## src/verilog/adcca_pkg.sv

```systemverilog
package adcca_pkg;

   // ----------------------------------------------------------------
   // Register addresses
   // ----------------------------------------------------------------
   localparam logic [7:0] ACC_CFG_ADDR = 8'hba;
   localparam logic [7:0] CONV_CFG_ADDR = 8'hbc;
   localparam logic [7:0] RESULT_LOW_ADDR = 8'hbe;
   localparam logic [7:0] RESULT_HIGH_ADDR = 8'hbf;

   // ----------------------------------------------------------------
   // Reset values and field codes
   // ----------------------------------------------------------------
   localparam logic [7:0] CONV_CFG_RESET = 8'hf8;
   localparam logic [7:0] ACC_CFG_RESET = 8'h00;
   localparam logic [2:0] SJ_LEFT = 3'h4;
   localparam int unsigned LEFT_SHIFT = 6;

   // ----------------------------------------------------------------
   // Timing in conversion clock cycles
   // ----------------------------------------------------------------
   localparam logic [3:0] BITS_TEN = 4'ha;
   localparam logic [3:0] BITS_EIGHT = 4'h8;
   localparam logic [1:0] DELAYED_TRACK_CYCLES = 2'h3;

   // ----------------------------------------------------------------
   // Types
   // ----------------------------------------------------------------
   typedef struct packed {
      logic [4:0] sarClockDivider;
      logic eightBitModeEnable;
      logic delayedTrackSelect;
      logic inputGainSelect;
   } adcca_conv_cfg_t;

   typedef struct packed {
      logic accumulateEnable;
      logic [2:0] shiftJustifySelect;
      logic [2:0] repeatCount;
   } adcca_acc_cfg_t;

   typedef enum logic [1:0] {ST_IDLE, ST_TRACK, ST_CONVERT} adcca_state_t;

endpackage

```

## src/verilog/adcca_config_accumulator.sv

```systemverilog
`timescale 1ns/100ps
module adcca_config_accumulator
   import adcca_pkg::*;
#(
   parameter int unsigned RES_WIDTH = 10,
   parameter int unsigned ACC_WIDTH = 16
) (
   // Clock and reset
   input wire logic clock,
   input wire logic sys_rst,
   // Register port
   input wire logic [7:0] sfrAddr,
   input wire logic sfrWrEn,
   input wire logic sfrRdEn,
   input wire logic [7:0] sfrWrData,
   output logic [7:0] sfrRdData,
   // Control from the converter control register, plus the oscillator tick
   input wire logic converterEnable,
   input wire logic burstModeEnable,
   input wire logic startConversion,
   input wire logic lpOscTick,
   // Analog front end
   input wire logic [RES_WIDTH-1:0] sampleCode,
   output logic conversionClock,
   output logic trackActive,
   output logic converting,
   output logic inputGainUnity,
   // Completion
   output logic conversionDone,
   output logic windowCompareGo
);

   // ----------------------------------------------------------------
   // State
   // ----------------------------------------------------------------
   adcca_conv_cfg_t convCfg_ff, nxt_convCfg;
   adcca_acc_cfg_t accCfg_ff, nxt_accCfg;
   adcca_state_t state_ff, nxt_state;
   logic [4:0] divCnt_ff, nxt_divCnt;
   logic [3:0] bitCnt_ff, nxt_bitCnt;
   logic [1:0] trackCnt_ff, nxt_trackCnt;
   logic [6:0] burstLeft_ff, nxt_burstLeft;
   logic firstOfBurst_ff, nxt_firstOfBurst;
   logic [ACC_WIDTH-1:0] acc_ff, nxt_acc;
   logic done_ff, nxt_done;
   logic [7:0] rdData_ff, nxt_rdData;

   logic sourceTick;
   logic sarTick;
   logic convEnd;
   logic [3:0] convLen;
   logic [RES_WIDTH-1:0] convResult;
   logic [ACC_WIDTH-1:0] readout;

   // Repeat code to count minus one; reserved codes run one conversion
   function automatic logic [6:0] repeatLast(input logic [2:0] code);
      case (code)
         3'h1: repeatLast = 7'h03;
         3'h2: repeatLast = 7'h07;
         3'h3: repeatLast = 7'h0f;
         3'h4: repeatLast = 7'h1f;
         3'h5: repeatLast = 7'h3f;
         default: repeatLast = 7'h00;
      endcase
   endfunction

   // ----------------------------------------------------------------
   // Conversion clock and result shaping
   // ----------------------------------------------------------------
   always_comb begin
      sourceTick = burstModeEnable ? lpOscTick : 1'b1;
      // divide by field plus one
      // At or above, so a smaller divider acts at once instead of waiting for a wrap
      sarTick = sourceTick && (divCnt_ff >= convCfg_ff.sarClockDivider);
      // two fewer cycles in 8-bit mode
      convLen = convCfg_ff.eightBitModeEnable ? BITS_EIGHT : BITS_TEN;
      convEnd = (state_ff == ST_CONVERT) && sarTick && (bitCnt_ff == convLen - 4'h1);
      // low bits cleared in 8-bit mode
      convResult = sampleCode;
      if (convCfg_ff.eightBitModeEnable) begin
         convResult[1:0] = 2'b00;
      end
      // shift and justify, reserved reads as no shift
      case (accCfg_ff.shiftJustifySelect)
         3'h1: readout = acc_ff >> 1;
         3'h2: readout = acc_ff >> 2;
         3'h3: readout = acc_ff >> 3;
         SJ_LEFT: readout = acc_ff << LEFT_SHIFT;
         default: readout = acc_ff;
      endcase
   end

   // ----------------------------------------------------------------
   // Next-state logic
   // ----------------------------------------------------------------
   always_comb begin
      nxt_convCfg = convCfg_ff;
      nxt_accCfg = accCfg_ff;
      nxt_state = state_ff;
      nxt_divCnt = divCnt_ff;
      nxt_bitCnt = bitCnt_ff;
      nxt_trackCnt = trackCnt_ff;
      nxt_burstLeft = burstLeft_ff;
      nxt_firstOfBurst = firstOfBurst_ff;
      nxt_acc = acc_ff;
      nxt_done = 1'b0;
      nxt_rdData = rdData_ff;

      if (sourceTick) begin
         nxt_divCnt = sarTick ? 5'h00 : divCnt_ff + 5'h01;
      end

      // Register writes
      if (sfrWrEn) begin
         case (sfrAddr)
            CONV_CFG_ADDR: nxt_convCfg = sfrWrData;
            ACC_CFG_ADDR: nxt_accCfg = sfrWrData[6:0];
            // software loads the sum, zero restarts it
            RESULT_LOW_ADDR: nxt_acc[7:0] = sfrWrData;
            RESULT_HIGH_ADDR: nxt_acc[15:8] = sfrWrData;
            default: ;
         endcase
      end

      // Register reads, unmapped addresses return zero
      if (sfrRdEn) begin
         case (sfrAddr)
            CONV_CFG_ADDR: nxt_rdData = convCfg_ff;
            ACC_CFG_ADDR: nxt_rdData = {2'b00, accCfg_ff.shiftJustifySelect,
                                        accCfg_ff.repeatCount};
            // low byte reads zero in 8-bit mode
            RESULT_LOW_ADDR: nxt_rdData = convCfg_ff.eightBitModeEnable ? 8'h00 : readout[7:0];
            RESULT_HIGH_ADDR: nxt_rdData = readout[15:8];
            default: nxt_rdData = 8'h00;
         endcase
      end

      case (state_ff)
         ST_IDLE: begin
            // each start taken while idle and enabled launches one conversion or one burst
            if (startConversion && converterEnable) begin
               nxt_burstLeft = burstModeEnable ? repeatLast(accCfg_ff.repeatCount) : 7'h00;
               nxt_firstOfBurst = 1'b1;
               nxt_bitCnt = 4'h0;
               nxt_trackCnt = 2'h0;
               nxt_state = convCfg_ff.delayedTrackSelect ? ST_TRACK : ST_CONVERT;
            end
         end
         ST_TRACK: begin
            if (sarTick) begin
               if (trackCnt_ff == DELAYED_TRACK_CYCLES - 2'h1) begin
                  nxt_state = ST_CONVERT;
               end else begin
                  nxt_trackCnt = trackCnt_ff + 2'h1;
               end
            end
         end
         ST_CONVERT: begin
            if (sarTick) begin
               nxt_bitCnt = bitCnt_ff + 4'h1;
            end
            if (convEnd) begin
               nxt_firstOfBurst = 1'b0;
               nxt_bitCnt = 4'h0;
               nxt_trackCnt = 2'h0;
               // sum or latest result; conversion beats a result write
               if (burstModeEnable) begin
                  nxt_acc = firstOfBurst_ff ? ACC_WIDTH'(convResult)
                                            : acc_ff + ACC_WIDTH'(convResult);
               end else begin
                  nxt_acc = accCfg_ff.accumulateEnable ? acc_ff + ACC_WIDTH'(convResult)
                                                       : ACC_WIDTH'(convResult);
               end
               // done only after the last repeat
               if (burstModeEnable && burstLeft_ff != 7'h00) begin
                  nxt_burstLeft = burstLeft_ff - 7'h01;
                  nxt_state = convCfg_ff.delayedTrackSelect ? ST_TRACK : ST_CONVERT;
               end else begin
                  nxt_state = ST_IDLE;
                  nxt_done = 1'b1;
               end
            end
         end
         default: nxt_state = ST_IDLE;
      endcase
   end

   // ----------------------------------------------------------------
   // Registers
   // ----------------------------------------------------------------
   always_ff @(posedge clock) begin
      if (sys_rst) begin
         convCfg_ff <= CONV_CFG_RESET;
         accCfg_ff <= ACC_CFG_RESET[6:0];
         state_ff <= ST_IDLE;
         divCnt_ff <= 5'h00;
         bitCnt_ff <= 4'h0;
         trackCnt_ff <= 2'h0;
         burstLeft_ff <= 7'h00;
         firstOfBurst_ff <= 1'b0;
         acc_ff <= 16'h0000;
         done_ff <= 1'b0;
         rdData_ff <= 8'h00;
      end else begin
         convCfg_ff <= nxt_convCfg;
         accCfg_ff <= nxt_accCfg;
         state_ff <= nxt_state;
         divCnt_ff <= nxt_divCnt;
         bitCnt_ff <= nxt_bitCnt;
         trackCnt_ff <= nxt_trackCnt;
         burstLeft_ff <= nxt_burstLeft;
         firstOfBurst_ff <= nxt_firstOfBurst;
         acc_ff <= nxt_acc;
         done_ff <= nxt_done;
         rdData_ff <= nxt_rdData;
      end
   end

   assign sfrRdData = rdData_ff;
   assign conversionClock = sarTick;
   assign trackActive = (state_ff == ST_TRACK);
   assign converting = (state_ff == ST_CONVERT);
   // gain select straight from the register
   assign inputGainUnity = convCfg_ff.inputGainSelect;
   // window compare deferred to the same point
   assign conversionDone = done_ff;
   assign windowCompareGo = done_ff;

   // ----------------------------------------------------------------
   // Assertions
   // ----------------------------------------------------------------
   AST_DIV_ONE: assert property (@(posedge clock) disable iff (sys_rst)
      sarTick && !burstModeEnable && convCfg_ff.sarClockDivider == 5'h00 && !sfrWrEn
      |=> sarTick)
      else $error("divide by one did not tick every cycle");
   AST_BURST_SRC: assert property (@(posedge clock) disable iff (sys_rst)
      burstModeEnable && !lpOscTick |-> !sarTick)
      else $error("conversion clock ticked without oscillator tick in burst");
   AST_EIGHT_LOW: assert property (@(posedge clock) disable iff (sys_rst)
      sfrRdEn && sfrAddr == RESULT_LOW_ADDR && convCfg_ff.eightBitModeEnable
      |=> sfrRdData == 8'h00)
      else $error("low byte not zero in eight bit mode");
   AST_NORMAL_TRACK: assert property (@(posedge clock) disable iff (sys_rst)
      state_ff == ST_IDLE && startConversion && converterEnable
      && !convCfg_ff.delayedTrackSelect |=> state_ff == ST_CONVERT)
      else $error("normal track did not convert at once");
   AST_DELAY_TRACK: assert property (@(posedge clock) disable iff (sys_rst)
      state_ff == ST_TRACK && trackCnt_ff != 2'h2 |=> state_ff != ST_CONVERT)
      else $error("conversion began before three tracking clocks");
   AST_LATEST: assert property (@(posedge clock) disable iff (sys_rst)
      convEnd && !burstModeEnable && !accCfg_ff.accumulateEnable
      |=> acc_ff == ACC_WIDTH'($past(convResult)))
      else $error("latest result not stored");
   AST_AE_READ: assert property (@(posedge clock) disable iff (sys_rst)
      sfrRdEn && sfrAddr == ACC_CFG_ADDR |=> sfrRdData[7:6] == 2'b00)
      else $error("accumulate bit read back non-zero");
   AST_HIGH_RAW: assert property (@(posedge clock) disable iff (sys_rst)
      sfrRdEn && sfrAddr == RESULT_HIGH_ADDR && accCfg_ff.shiftJustifySelect == 3'h0
      |=> sfrRdData == $past(acc_ff[15:8]))
      else $error("unshifted high byte mismatch");
   AST_DONE_LAST: assert property (@(posedge clock) disable iff (sys_rst)
      convEnd && burstModeEnable && burstLeft_ff != 7'h00 |=> !conversionDone)
      else $error("completion flagged before the last repeat");

endmodule // adcca_config_accumulator

```

## config.mk

```make
export PLATFORM = sky130hd
export DESIGN_NAME = adcca_config_accumulator
export DESIGN_NICKNAME = d
export VERILOG_FILES = /design/src/verilog/adcca_pkg.sv /design/src/verilog/adcca_config_accumulator.sv
export SDC_FILE = /design/constraint.sdc
export NUM_CORES = 1
export LEC_CHECK = 0
export BUFFER_PORTS_ARGS = -buffer_cell sky130_fd_sc_hd__buf_2
export CAP_MARGIN = 20
export CORE_UTILIZATION = 50
export DETAILED_ROUTE_END_ITERATION = 6
export GPL_TIMING_DRIVEN = 0
export PLACE_DENSITY = 0.8
export SYNTH_ARGS = -nofsm -noshare
export SYNTH_HDL_FRONTEND = slang
export SYNTH_SLANG_ARGS = --single-unit
```

## constraint.sdc

```tcl
create_clock -name clock -period 2.74 [get_ports clock]
set_clock_uncertainty 0.2 [all_clocks]
set_input_delay 0.548 -clock clock [delete_from_list [all_inputs] [get_ports clock]]
set_output_delay 0.548 -clock clock [all_outputs]
set_load 0.005 [all_outputs]
```

; ---- Yosys cells after proc, flatten, opt, wreduce, memory -nomap -nowiden
; Cells that the tools add are included.
; Widths: inputs -> output; s select.
[op_classes]
n_addsub = 6
order_cmp = 1
eq_ne = 24
mux = 41
n_bitwise = 2
reduce_logical = 17
[ops]
columns = operator, n
row1 = $mux 16, 6
row2 = $pmux 16 s4, 1
row3 = $eq 8x8->1 const B, 4
row4 = $pmux 8 s4, 1
row5 = $pmux 6 s5, 1
row6 = $mux 7, 4
row7 = $mux 2, 12
row8 = $mux 8, 3
row9 = $add 16x10->16, 1
row10 = $pmux 7 s2, 1
row11 = $eq 3x2->1 const B, 4
row12 = $mux 4, 3
row13 = $pmux 2 s3, 2
row14 = $eq 3x3->1 const B, 3
row15 = $ne 2x1->1 const B, 4
row16 = $pmux 4 s2, 1
row17 = $reduce_and 4->1, 2
row18 = $reduce_bool 7->1, 1
row19 = $sub 7x1->7 const B, 1
row20 = $eq 3x1->1 const B, 2
row21 = $reduce_and 3->1, 2
row22 = $add 5x1->5 const B, 1
row23 = $ge 5x5->1, 1
row24 = $logic_and 1x1->1, 5
row25 = other kinds (18), 25
[word_totals]
reg_bits = 61
in_bits = 34
output_inout_bits = 14
wordCells = 107

; ---- Logic depth before layout (Yosys ltp)
; Gate-level depths: netlist of run 1.
[logic_depth]
ltp_word = 6
depth_mapped = 10
mapped_depth_nobuf = 9

; ---- Worst setup path before layout of run 1
; OpenSTA, ideal clock, no wires.
[synth_path]
path_kind = input-to-reg
start = input port sampleCode[0]
end = register acc_ff[8]
t_arrival_ns = 2.210
t_required_ns = 2.425
slack_ns = 0.215
path_stages = 9
path_buffers = 0
cell_sequence = nor2b_1 ha_1 fa_1 a211oi_1 o21ai_0 a21oi_1 xor2_1 a21oi_1 o21a_1
[synth_via]
elab_chain_len = 6
[synth_rtl]
columns = item, line
row1 = start: declaration, adcca_config_accumulator.sv:23  ; input wire logic [RES_WIDTH-1:0] sampleCode,
row2 = $mux 2 *, adcca_config_accumulator.sv:80  ; if (convCfg_ff.eightBitModeEnable) begin
row3 = $add 16x10->16 *, "adcca_config_accumulator.sv:169, adcca_config_accumulator.sv:171"
row4 = "$mux 16, on equally long branches", "adcca_config_accumulator.sv:171, adcca_config_accumulator.sv:168"
row5 = $mux 16 *, adcca_config_accumulator.sv:167  ; if (burstModeEnable) begin
row6 = $mux 16 *, adcca_config_accumulator.sv:162  ; if (convEnd) begin
row7 = $mux 16 *, adcca_config_accumulator.sv:138  ; case (state_ff)
row8 = end signal: assignment, adcca_config_accumulator.sv:213  ; acc_ff <= nxt_acc;
row9 = end: declaration, adcca_config_accumulator.sv:44  ; logic [ACC_WIDTH-1:0] acc_ff, nxt_acc;
; Mark *: on every way between the ends. The rest lies on a longest branch, timed or not.
; A chain may end at the register's enable or synchronous reset.

; ---- Final worst setup path of run 1
[layout_path]
start = register convCfg_ff[5] (netlist bit)
end = output port conversionClock
[layout_via]
elab_chain_len = 2
[layout_rtl]
columns = item, line
row1 = start: declaration, adcca_config_accumulator.sv:36  ; adcca_conv_cfg_t convCfg_ff, nxt_convCfg;
row2 = start signal: assignment, adcca_config_accumulator.sv:205  ; convCfg_ff <= nxt_convCfg;
row3 = $ge 5x5->1, adcca_config_accumulator.sv:74  ; sarTick = sourceTick && (divCnt_ff >= convCfg_ff.sarClockDivider);
row4 = $logic_and 1x1->1, adcca_config_accumulator.sv:74
row5 = end: declaration, adcca_config_accumulator.sv:24  ; output logic conversionClock,
; Every way passes these cells.

==> metrics.yaml, run 1 <==
final_layout:
  fin_nets: 662
  post-route-util_pct: 58.4
  diodes: 0
  final_cell_mix: "dfxtp_1 (59), nand2_1 (57), buf_2 (55)"
  final_common_cell: "dfxtp_1"
  fillers: 825
  drive_above_1_share_pct: 19.6
  area_growth_pct: 12.2
clocking:
  cts_buffer_depth: 2
  clkSlewWorstSetupHoldPaths_ns: 0.07
  cts_tree: "built"
  cts_buffers: 9
  root_buffer: "clkbuf_8"
  htree_levels: 3
  cts_sinks: 61
  clk_latency_ns: 0.36
grt:
  grt_antenna_before_repair: 1
  first_global_vias: 4333
  grt.overflow.total: 0
  grt_use_total_pct: 27.1
  grt_pass1_wl_mm: 20.8
  grt_max_degree: 12
critical_path:
  timing.rr.end: "acc_ff[9]"
  cp_data_arrival_time_ns: 1.91
  crit_path_end_kind: "primary output"
  path_delay_family: "compound AO/OA/AOI/OAI gates"
  crit_chain: "inv_1 -> ha_1 -> a21oi_1 -> o21ai_2 -> a21oi_4 -> inv_4 -> buf_2"
  crit_path_start_kind: "flip-flop"
  cp_max_fo: 7
  critical_path_buf_inv_count: 3
  ff2ff_setup_slack_ns: 0.11
  cpPeakStageDelay_ns: 0.36
  slowest_stage: "dfxtp_2"
  critPathRequiredTime_ns: 1.99
  cp-endpoint: "conversionClock"
  critPathLaunch: "convCfg_ff[5]"
  crit_cells: 7
  r2r-start: "convCfg_ff[2]"
  crit_type: "reg -> out"
  reg2reg_depth: 9
sta:
  hold_viol: 0
  min_period_ns: 2.65
  tns_ns: 0
  drv_slew: 0
  min_period_over_period_pct: 96.9
  slew_headroom_pct: 48.1
  max_freq_mhz: 377
  tightest_slew_ns: 0.773
  finalSetupViolations: 0
yosys:
  yosys_warnings: 0
  synth_edf_count: 0
  synth_ff_type: "dfxtp_1"
  yosysUniqueCellTypes: 75
  ys_ff_latch: 61
  avgSynthCellArea_sq_um: 8.27
  syn_area_sq_um: 4560
  syn_nets: 607
  ys_seq_area_share_pct: 26.8
  synthArstFlopShare_pct: 0
  syn_inst: 551
floorplan:
  die_w_um: 97.5
  dieHeight_um: 97.5
  core.rowCount: 34
  io_pins: 48
  initial_core_util_pct: 52.0
  dieArea_sq_um: 9500
  coreArea_sq_um: 8760
route:
  drtPass1Iterations: 5
  drcViolationCount: 0
  ant_nets: 0
  dr_wl_met3_um: 996
  drt-vias-per-instance: 6.30
  drt-wirelength-per-cell_um: 17.6
  drtIter0Drc: 310
  dr_wl_met2_mm: 5.93
  routed.top_layer: "met5"
  drt-met1-wl_mm: 5.39
  num_vias: 4533
  wl_mm: 12.6
outcome:
  outcome: "complete, no violations"
power:
  p_int_mw: 1.34
  power_switching_mw: 0.538
  p_leak_nw: 2.02
  power_frac_comb_pct: 12.2
  power_frac_clock_pct: 39.0
  cellPowerDensity_nw_per_um2: 367
  peakVddDrop_mv: 0.268
  switching_share_pct: 28.7
  p_seq_share_pct: 48.7
run:
  maxCapViolCount: 0
place:
  port_buffers: 44
  place_hpwl_mm: 9.48
  place_congestion: 0.895
worst_hold_path:
  hold_path_class: "in -> reg"
==> metrics by stage <==
stage          hold WS (ns)  area (sq um)  worst slack (ns)  total power [mW]  std cells
5_1_grt               0.249          5110         -0.000174              1.95        719
3_5_place_dp          0.258          4910            -0.112              1.16        703
2_1_floorplan         0.236          4560             0.215              1.08        551
3_3_place_gp          0.244          4910           -0.0741              1.15        703
4_1_cts               0.244          5090            0.0634              1.88        719
6_report              0.248          5110            0.0854              1.88        719
==> worst reg2reg max path, cell delays in order, from the launching register on <==
cell,delay [ns]
dfxtp_1,0.31
buf_4,0.17
nor2b_1,0.24
ha_1,0.29
a21oi_1,0.22
o2111ai_2,0.20
o31a_1,0.30
a31oi_1,0.21
xor2_1,0.21
a311oi_2,0.12
==> per-layer routing <==
| metal | up-vias | GRT usage (%) |
|---|---|---|
| met1 | 2113 | 34.5 |
| met4 | 2 | 12.9 |
| met5 | - | 0 |
| met2 | 224 | 43.9 |
| met3 | 36 | 5.40 |
| li1 | 2158 | - |
==> power groups by stage <==
stage | combinational, mW | sequential [mW] | clock (mW)
2_1_floorplan | 0.146 | 0.931 | 0
3_3_place_gp | 0.216 | 0.933 | 0
3_5_place_dp | 0.224 | 0.934 | 0
4_1_cts | 0.225 | 0.914 | 0.740
5_1_grt | 0.254 | 0.916 | 0.780
6_report | 0.229 | 0.914 | 0.732
==> worst min path at each step <==
stage	depth (start not counted)	to	slack, ns	start
3_5_place_dp	2	accCfg_ff[6]	0.26	accCfg_ff[6]
3_3_place_gp	2	trackCnt_ff[1]	0.24	trackCnt_ff[1]
6_report	2	sfrRdData[7]	0.25	sfrRdEn
5_1_grt	2	conversionDone	0.25	burstModeEnable
2_1_floorplan	2	trackCnt_ff[1]	0.24	trackCnt_ff[1]
4_1_cts	2	sfrRdData[7]	0.24	sfrRdEn
==> cell usage after synthesis (all sizes together) (7+ instances only) <==
| library cell | instances | share of area, % |
|---|---|---|
| a21oi | 48 | 5.6 |
| nor2 | 32 | 2.6 |
| and3 | 11 | 1.6 |
| nand3 | 30 | 3.3 |
| a211o | 7 | 1.3 |
| dfxtp | 61 | 27 |
| xnor2 | 12 | 2.3 |
| mux4 | 7 | 3.5 |
| a311oi | 8 | 1.7 |
| nand2 | 57 | 4.7 |
| clkbuf | 21 | 1.7 |
| o21ai | 26 | 2.9 |
| mux2i | 29 | 6.4 |
| buf | 17 | 2.5 |
| inv | 29 | 2.4 |
| ha | 21 | 5.8 |
| xor2 | 7 | 1.3 |
| o211ai | 7 | 1.2 |
| a211oi | 18 | 3.2 |
==> flip-flops by register name, indices dropped and copies added, names as in the netlist <==
signal and flops:
acc_ff 16, sfrRdData 8, accCfg_ff 7, burstLeft_ff 7
convCfg_ff 7, divCnt_ff 5, bitCnt_ff 4, state_ff 2
trackCnt_ff 2, conversionDone 1, firstOfBurst_ff 1, inputGainUnity 1
==> area by class of cell <==
| class | instances | area [sq um] | share of cell area, % |
|---|---|---|---|
| Clock buffer | 10 | 138 | 2.69 |
| Timing Repair Buffer | 45 | 228 | 4.45 |
| Sequential cell | 61 | 1220 | 23.9 |
| Tap cell | 108 | 135 | 2.64 |
| Clock inverter | 6 | 38.8 | 0.758 |
| Multi-Input combinational cell | 422 | 3050 | 59.5 |
| Inverter | 30 | 115 | 2.25 |
| Buffer | 37 | 191 | 3.74 |
==> what timing repair did <==
item | 4_1_cts | 5_1_grt
endpoints found under the setup margin | 1 | 8
resized for setup | 1 | 8
cloned | 0 | 0
hold buffers | 0 | 0
pin swaps | 0 | 1
setup buffers | 0 | 1
==> cells by family (layout without fill, tap and decap cells) <==
group / after synthesis / in the layout / share of synthesized area, %
multiplexers: 39 / 39 / 10.7
adder cells (fa/ha/maj): 22 / 22 / 6.20
flip-flops: 61 / 61 / 26.8
XOR/XNOR: 19 / 19 / 3.65
AO/OA/AOI/OAI: 160 / 160 / 24.2
buffers and inverters: 68 / 128 / 6.78
AND/OR/NAND/NOR: 182 / 182 / 21.7
Note: power is estimated with default switching activity, not from simulation.
==> run 2: changes to the inputs <==
Settings changed: ABC_AREA from default to 1, PLACE_DENSITY 0.8 to 0.79.
==> run 2 against run 1 <==
The run now ends with DRC left. Hold slack gained 0.020 ns. Core utilization grew 0.37 points. Wire length grew 15%. Global-route usage grew 3.5 points. Fmax grew 2.9%. Highest routed layer is now met4. Sequential share of layout area shrank 0.43 points. Critical path depth grew 2. Total power grew 9.4%. Largest cell class unchanged. Final area grew 1.6%. Synthesized cell count grew 40%. Non-clock buffer count shrank 14. Sequential power grew 2%.
==> metrics.yaml, run 2 <==
floorplan:
  initial_core_util_pct: 52.4  # +0.36 points
  coreArea_sq_um: 8850  # +0.97%
  dieHeight_um: 98.3  # +0.82%
  core.rowCount: 34  # unchanged
  die_w_um: 98.3  # +0.82%
  io_pins: 48  # unchanged
  dieArea_sq_um: 9660  # +1.6%
sta:
  drv_slew: 0  # unchanged
  min_period_over_period_pct: 94.1  # -2.8 points
  slew_headroom_pct: 61.1  # +13 points
  max_freq_mhz: 388  # +2.9%
  rsz0062_at_grt: "no"
  hold_viol: 0  # unchanged
  finalSetupViolations: 0  # unchanged
  min_period_ns: 2.58  # -0.0755 ns
  tns_ns: 0  # unchanged
  tightest_slew_ns: 0.584  # -0.188 ns
  setup_slack_ns: 0.161  # +0.0755 ns
yosys:
  synth_xor_area_share_pct: 1.32  # -2.3 points
  yosysTopAreaCellShare_pct: 26.3  # -0.44 points
  muxShareOfSynthArea_pct: 0.216  # -10 points
  syn_nets: 825  # +36%
  ys_ff_latch: 61  # unchanged
  synth_common_cells: "nand2_1 (214), inv_1 (91), nor2_1 (83), nand3_1 (70), a21oi_1 (63)"
  synth_ff_type: "dfxtp_1"
  yosys_warnings: 0  # unchanged
  avgSynthCellArea_sq_um: 6.03  # -27%
  synth_top_cell_by_area: "dfxtp_1"
  synth.most_common_cell: "nand2_1"
  syn_area_sq_um: 4630  # +1.7%
  ys_seq_area_share_pct: 26.3  # -0.44 points
  synth_top_family_by_area: "simple AND/OR/NAND/NOR gates"
  syn_inst: 769  # +40%
  yosysUniqueCellTypes: 39  # -48%
  synthSimpleGateAreaFrac_pct: 38.4  # +17 points
  synth_compound_area_share_pct: 17.1  # -7.1 points
  synth_area_leaders: "dfxtp_1 (26%), nand2_1 (17%), nand3_1 (7.6%), inv_1 (7.4%), a21oi_1 (6.8%)"
  synthArstFlopShare_pct: 0  # unchanged
  synth_edf_count: 0  # unchanged
  synth_adder_area_share_pct: 6.10  # -0.10 points
final_layout:
  largest_reg_flops: 16  # unchanged
  diodes: 0  # unchanged
  fin_nets: 883  # +33%
  top_register: "acc_ff"
  drive_above_1_share_pct: 11.9  # -7.7 points
  final_common_cell: "nand2_1"
  fillers: 878  # +6.4%
  area_growth_pct: 12.1  # about the same
  final_cell_mix: "nand2_1 (214), inv_1 (91), nor2_1 (83)"
critical_path:
  critPathRequiredTime_ns: 1.99  # about the same
  crit_path_start_kind: "flip-flop"
  crit_path_end_kind: "primary output"
  timing.rr.end: "acc_ff[6]"
  ff2ff_setup_slack_ns: 0.29  # +0.18 ns
  cp_data_arrival_time_ns: 1.83  # -0.08 ns
  cp_max_fo: 5  # -2
  reg2reg_depth: 13  # +4
  crit_type: "reg -> out"
  r2r-start: "convCfg_ff[2]"
route:
  drcViolationCount: 1  # +1
  ant_nets: 0  # unchanged
  dr_wl_met3_mm: 1.33  # +33%
  num_vias: 5286  # +17%
  drt-wirelength-per-cell_um: 15.5  # -12%
  drtIter0Drc: 423  # +36%
  routed.top_layer: "met4"
  dr_wl_met2_mm: 6.60  # +11%
  drt-vias-per-instance: 5.62  # -11%
  drtPass1Iterations: 7  # +2
  drt-met1-wl_mm: 6.33  # +17%
  wl_mm: 14.6  # +15%
clocking:
  cts_sinks: 61  # unchanged
  cts_buffer_depth: 2  # unchanged
  clk_latency_ns: 0.35  # about the same
  hold_buffers: 0  # unchanged
  cts_buffers: 9  # unchanged
  cts_tree: "built"
  htree_levels: 3  # unchanged
  root_buffer: "clkbuf_8"
  cts_resized: 0  # -1
  postCtsSetupBuffers: 0  # unchanged
  clkSlewWorstSetupHoldPaths_ns: 0.07  # about the same
place:
  place_congestion: 0.957  # +6.9%
  place_hpwl_mm: 11.4  # +20%
  port_buffers: 47  # +6.8%
  pre_cts_slack_ns: 0.261  # +0.373 ns
grt:
  grt_antenna_before_repair: 0  # -1
  grt_pass1_wl_mm: 23.3  # +12%
  grt_max_degree: 11  # -1
  grt.overflow.total: 0  # unchanged
  grt_use_total_pct: 30.7  # +3.5 points
  first_global_vias: 4907  # +13%
worst_hold_path:
  hold_path_class: "reg -> reg"
  whs_path_depth: 2  # unchanged
  min_to: "sfrRdData[5]"
  holdCritStartpoint: "sfrRdData[5]"
run:
  maxCapViolCount: 0  # unchanged
outcome:
  outcome: "complete, but fails checks"
  violations: "DRC"
power:
  cellPowerDensity_nw_per_um2: 395  # +7.7%
  peakVddDrop_mv: 0.231  # -14%
  p_leak_nw: 2.47  # +22%
[run 2: cell types whose count changed after synthesis, moves of 9 or more]
cell,before,now
nand2_1,57,214
inv_1,28,91
nor2_1,32,83
nand3_1,30,70
o21ai_0,24,61
mux2i_1,29,1
a21oi_1,46,63
a211oi_1,16,0
clkbuf_1,21,8
xnor2_1,12,1
and3_1,10,0
nand4_1,3,12
[run 2: power breakdown]
group | internal [mW] | switching (mW) | total (mW)
logic | 0.110 | 0.209 | 0.319
registers | 0.909 | 0.0201 | 0.929
clock network | 0.442 | 0.361 | 0.803
total | 1.46 | 0.590 | 2.05
[run 2: layer usage]
metal	track usage (%)	up-vias
met5	0	-
met4	11.4	0
met3	9.02	27
met2	48.6	215
met1	39.4	2404
li1	-	2640
[run 2: cells by family (layout without fill, tap and decap cells)]
family | after synthesis | after routing
multiplexers | 1 | 1
flip-flops | 61 | 61
adder cells (fa/ha/maj) | 22 | 22
AND/OR/NAND/NOR | 410 | 410
buffers and inverters | 119 | 182
AO/OA/AOI/OAI | 149 | 149
XOR/XNOR | 7 | 7
[run 2: area by class of cell]
| cell class | count | area (sq um) | share of cell area, % |
|---|---|---|---|
| plain buffers | 21 | 119 | 2.29 |
| clock buffers | 12 | 145 | 2.79 |
| clock inverters | 4 | 47.5 | 0.915 |
| inverters | 98 | 368 | 7.08 |
| multi-input cells | 589 | 2930 | 56.3 |
| flip-flops and latches | 61 | 1220 | 23.5 |
| well taps | 108 | 135 | 2.60 |
| repair buffers | 47 | 235 | 4.53 |
[run 2: per-stage QoR]
stage | utilization, % | instance area, sq um | power (mW) | instances | hold WS, ns
after floorplan | - | 4630 | 1.16 | 769 | 0.241
after global placement | 56.6 | 5000 | 1.25 | 924 | 0.250
after detailed placement | 56.6 | 5000 | 1.26 | 924 | 0.259
after CTS | 58.7 | 5200 | 2.05 | 940 | 0.270
after global routing | 58.7 | 5200 | 2.14 | 940 | 0.279
final | 58.7 | 5200 | 2.05 | 940 | 0.268
[run 2: critical path, stage by stage, from the launching register on]
cell	delay, ns
dfxtp_1	0.37
inv_1	0.07
ha_1	0.30
nand2_1	0.07
inv_1	0.04
nand3_1	0.07
nand3_1	0.16
nand2_1	0.22
inv_1	0.05
buf_2	0.12
[run 2: worst max-delay path by stage]
stage                   from         endpoint  slack, ns  cells past startpoint
6_report       convCfg_ff[5]  conversionClock       0.16                      9
5_1_grt        convCfg_ff[5]  conversionClock       0.05                      9
3_5_place_dp   sampleCode[0]        acc_ff[6]       0.26                     13
2_1_floorplan  sampleCode[0]        acc_ff[6]       0.56                     12
3_3_place_gp   sampleCode[0]        acc_ff[6]       0.28                     13
4_1_cts        convCfg_ff[5]  conversionClock       0.17                      9
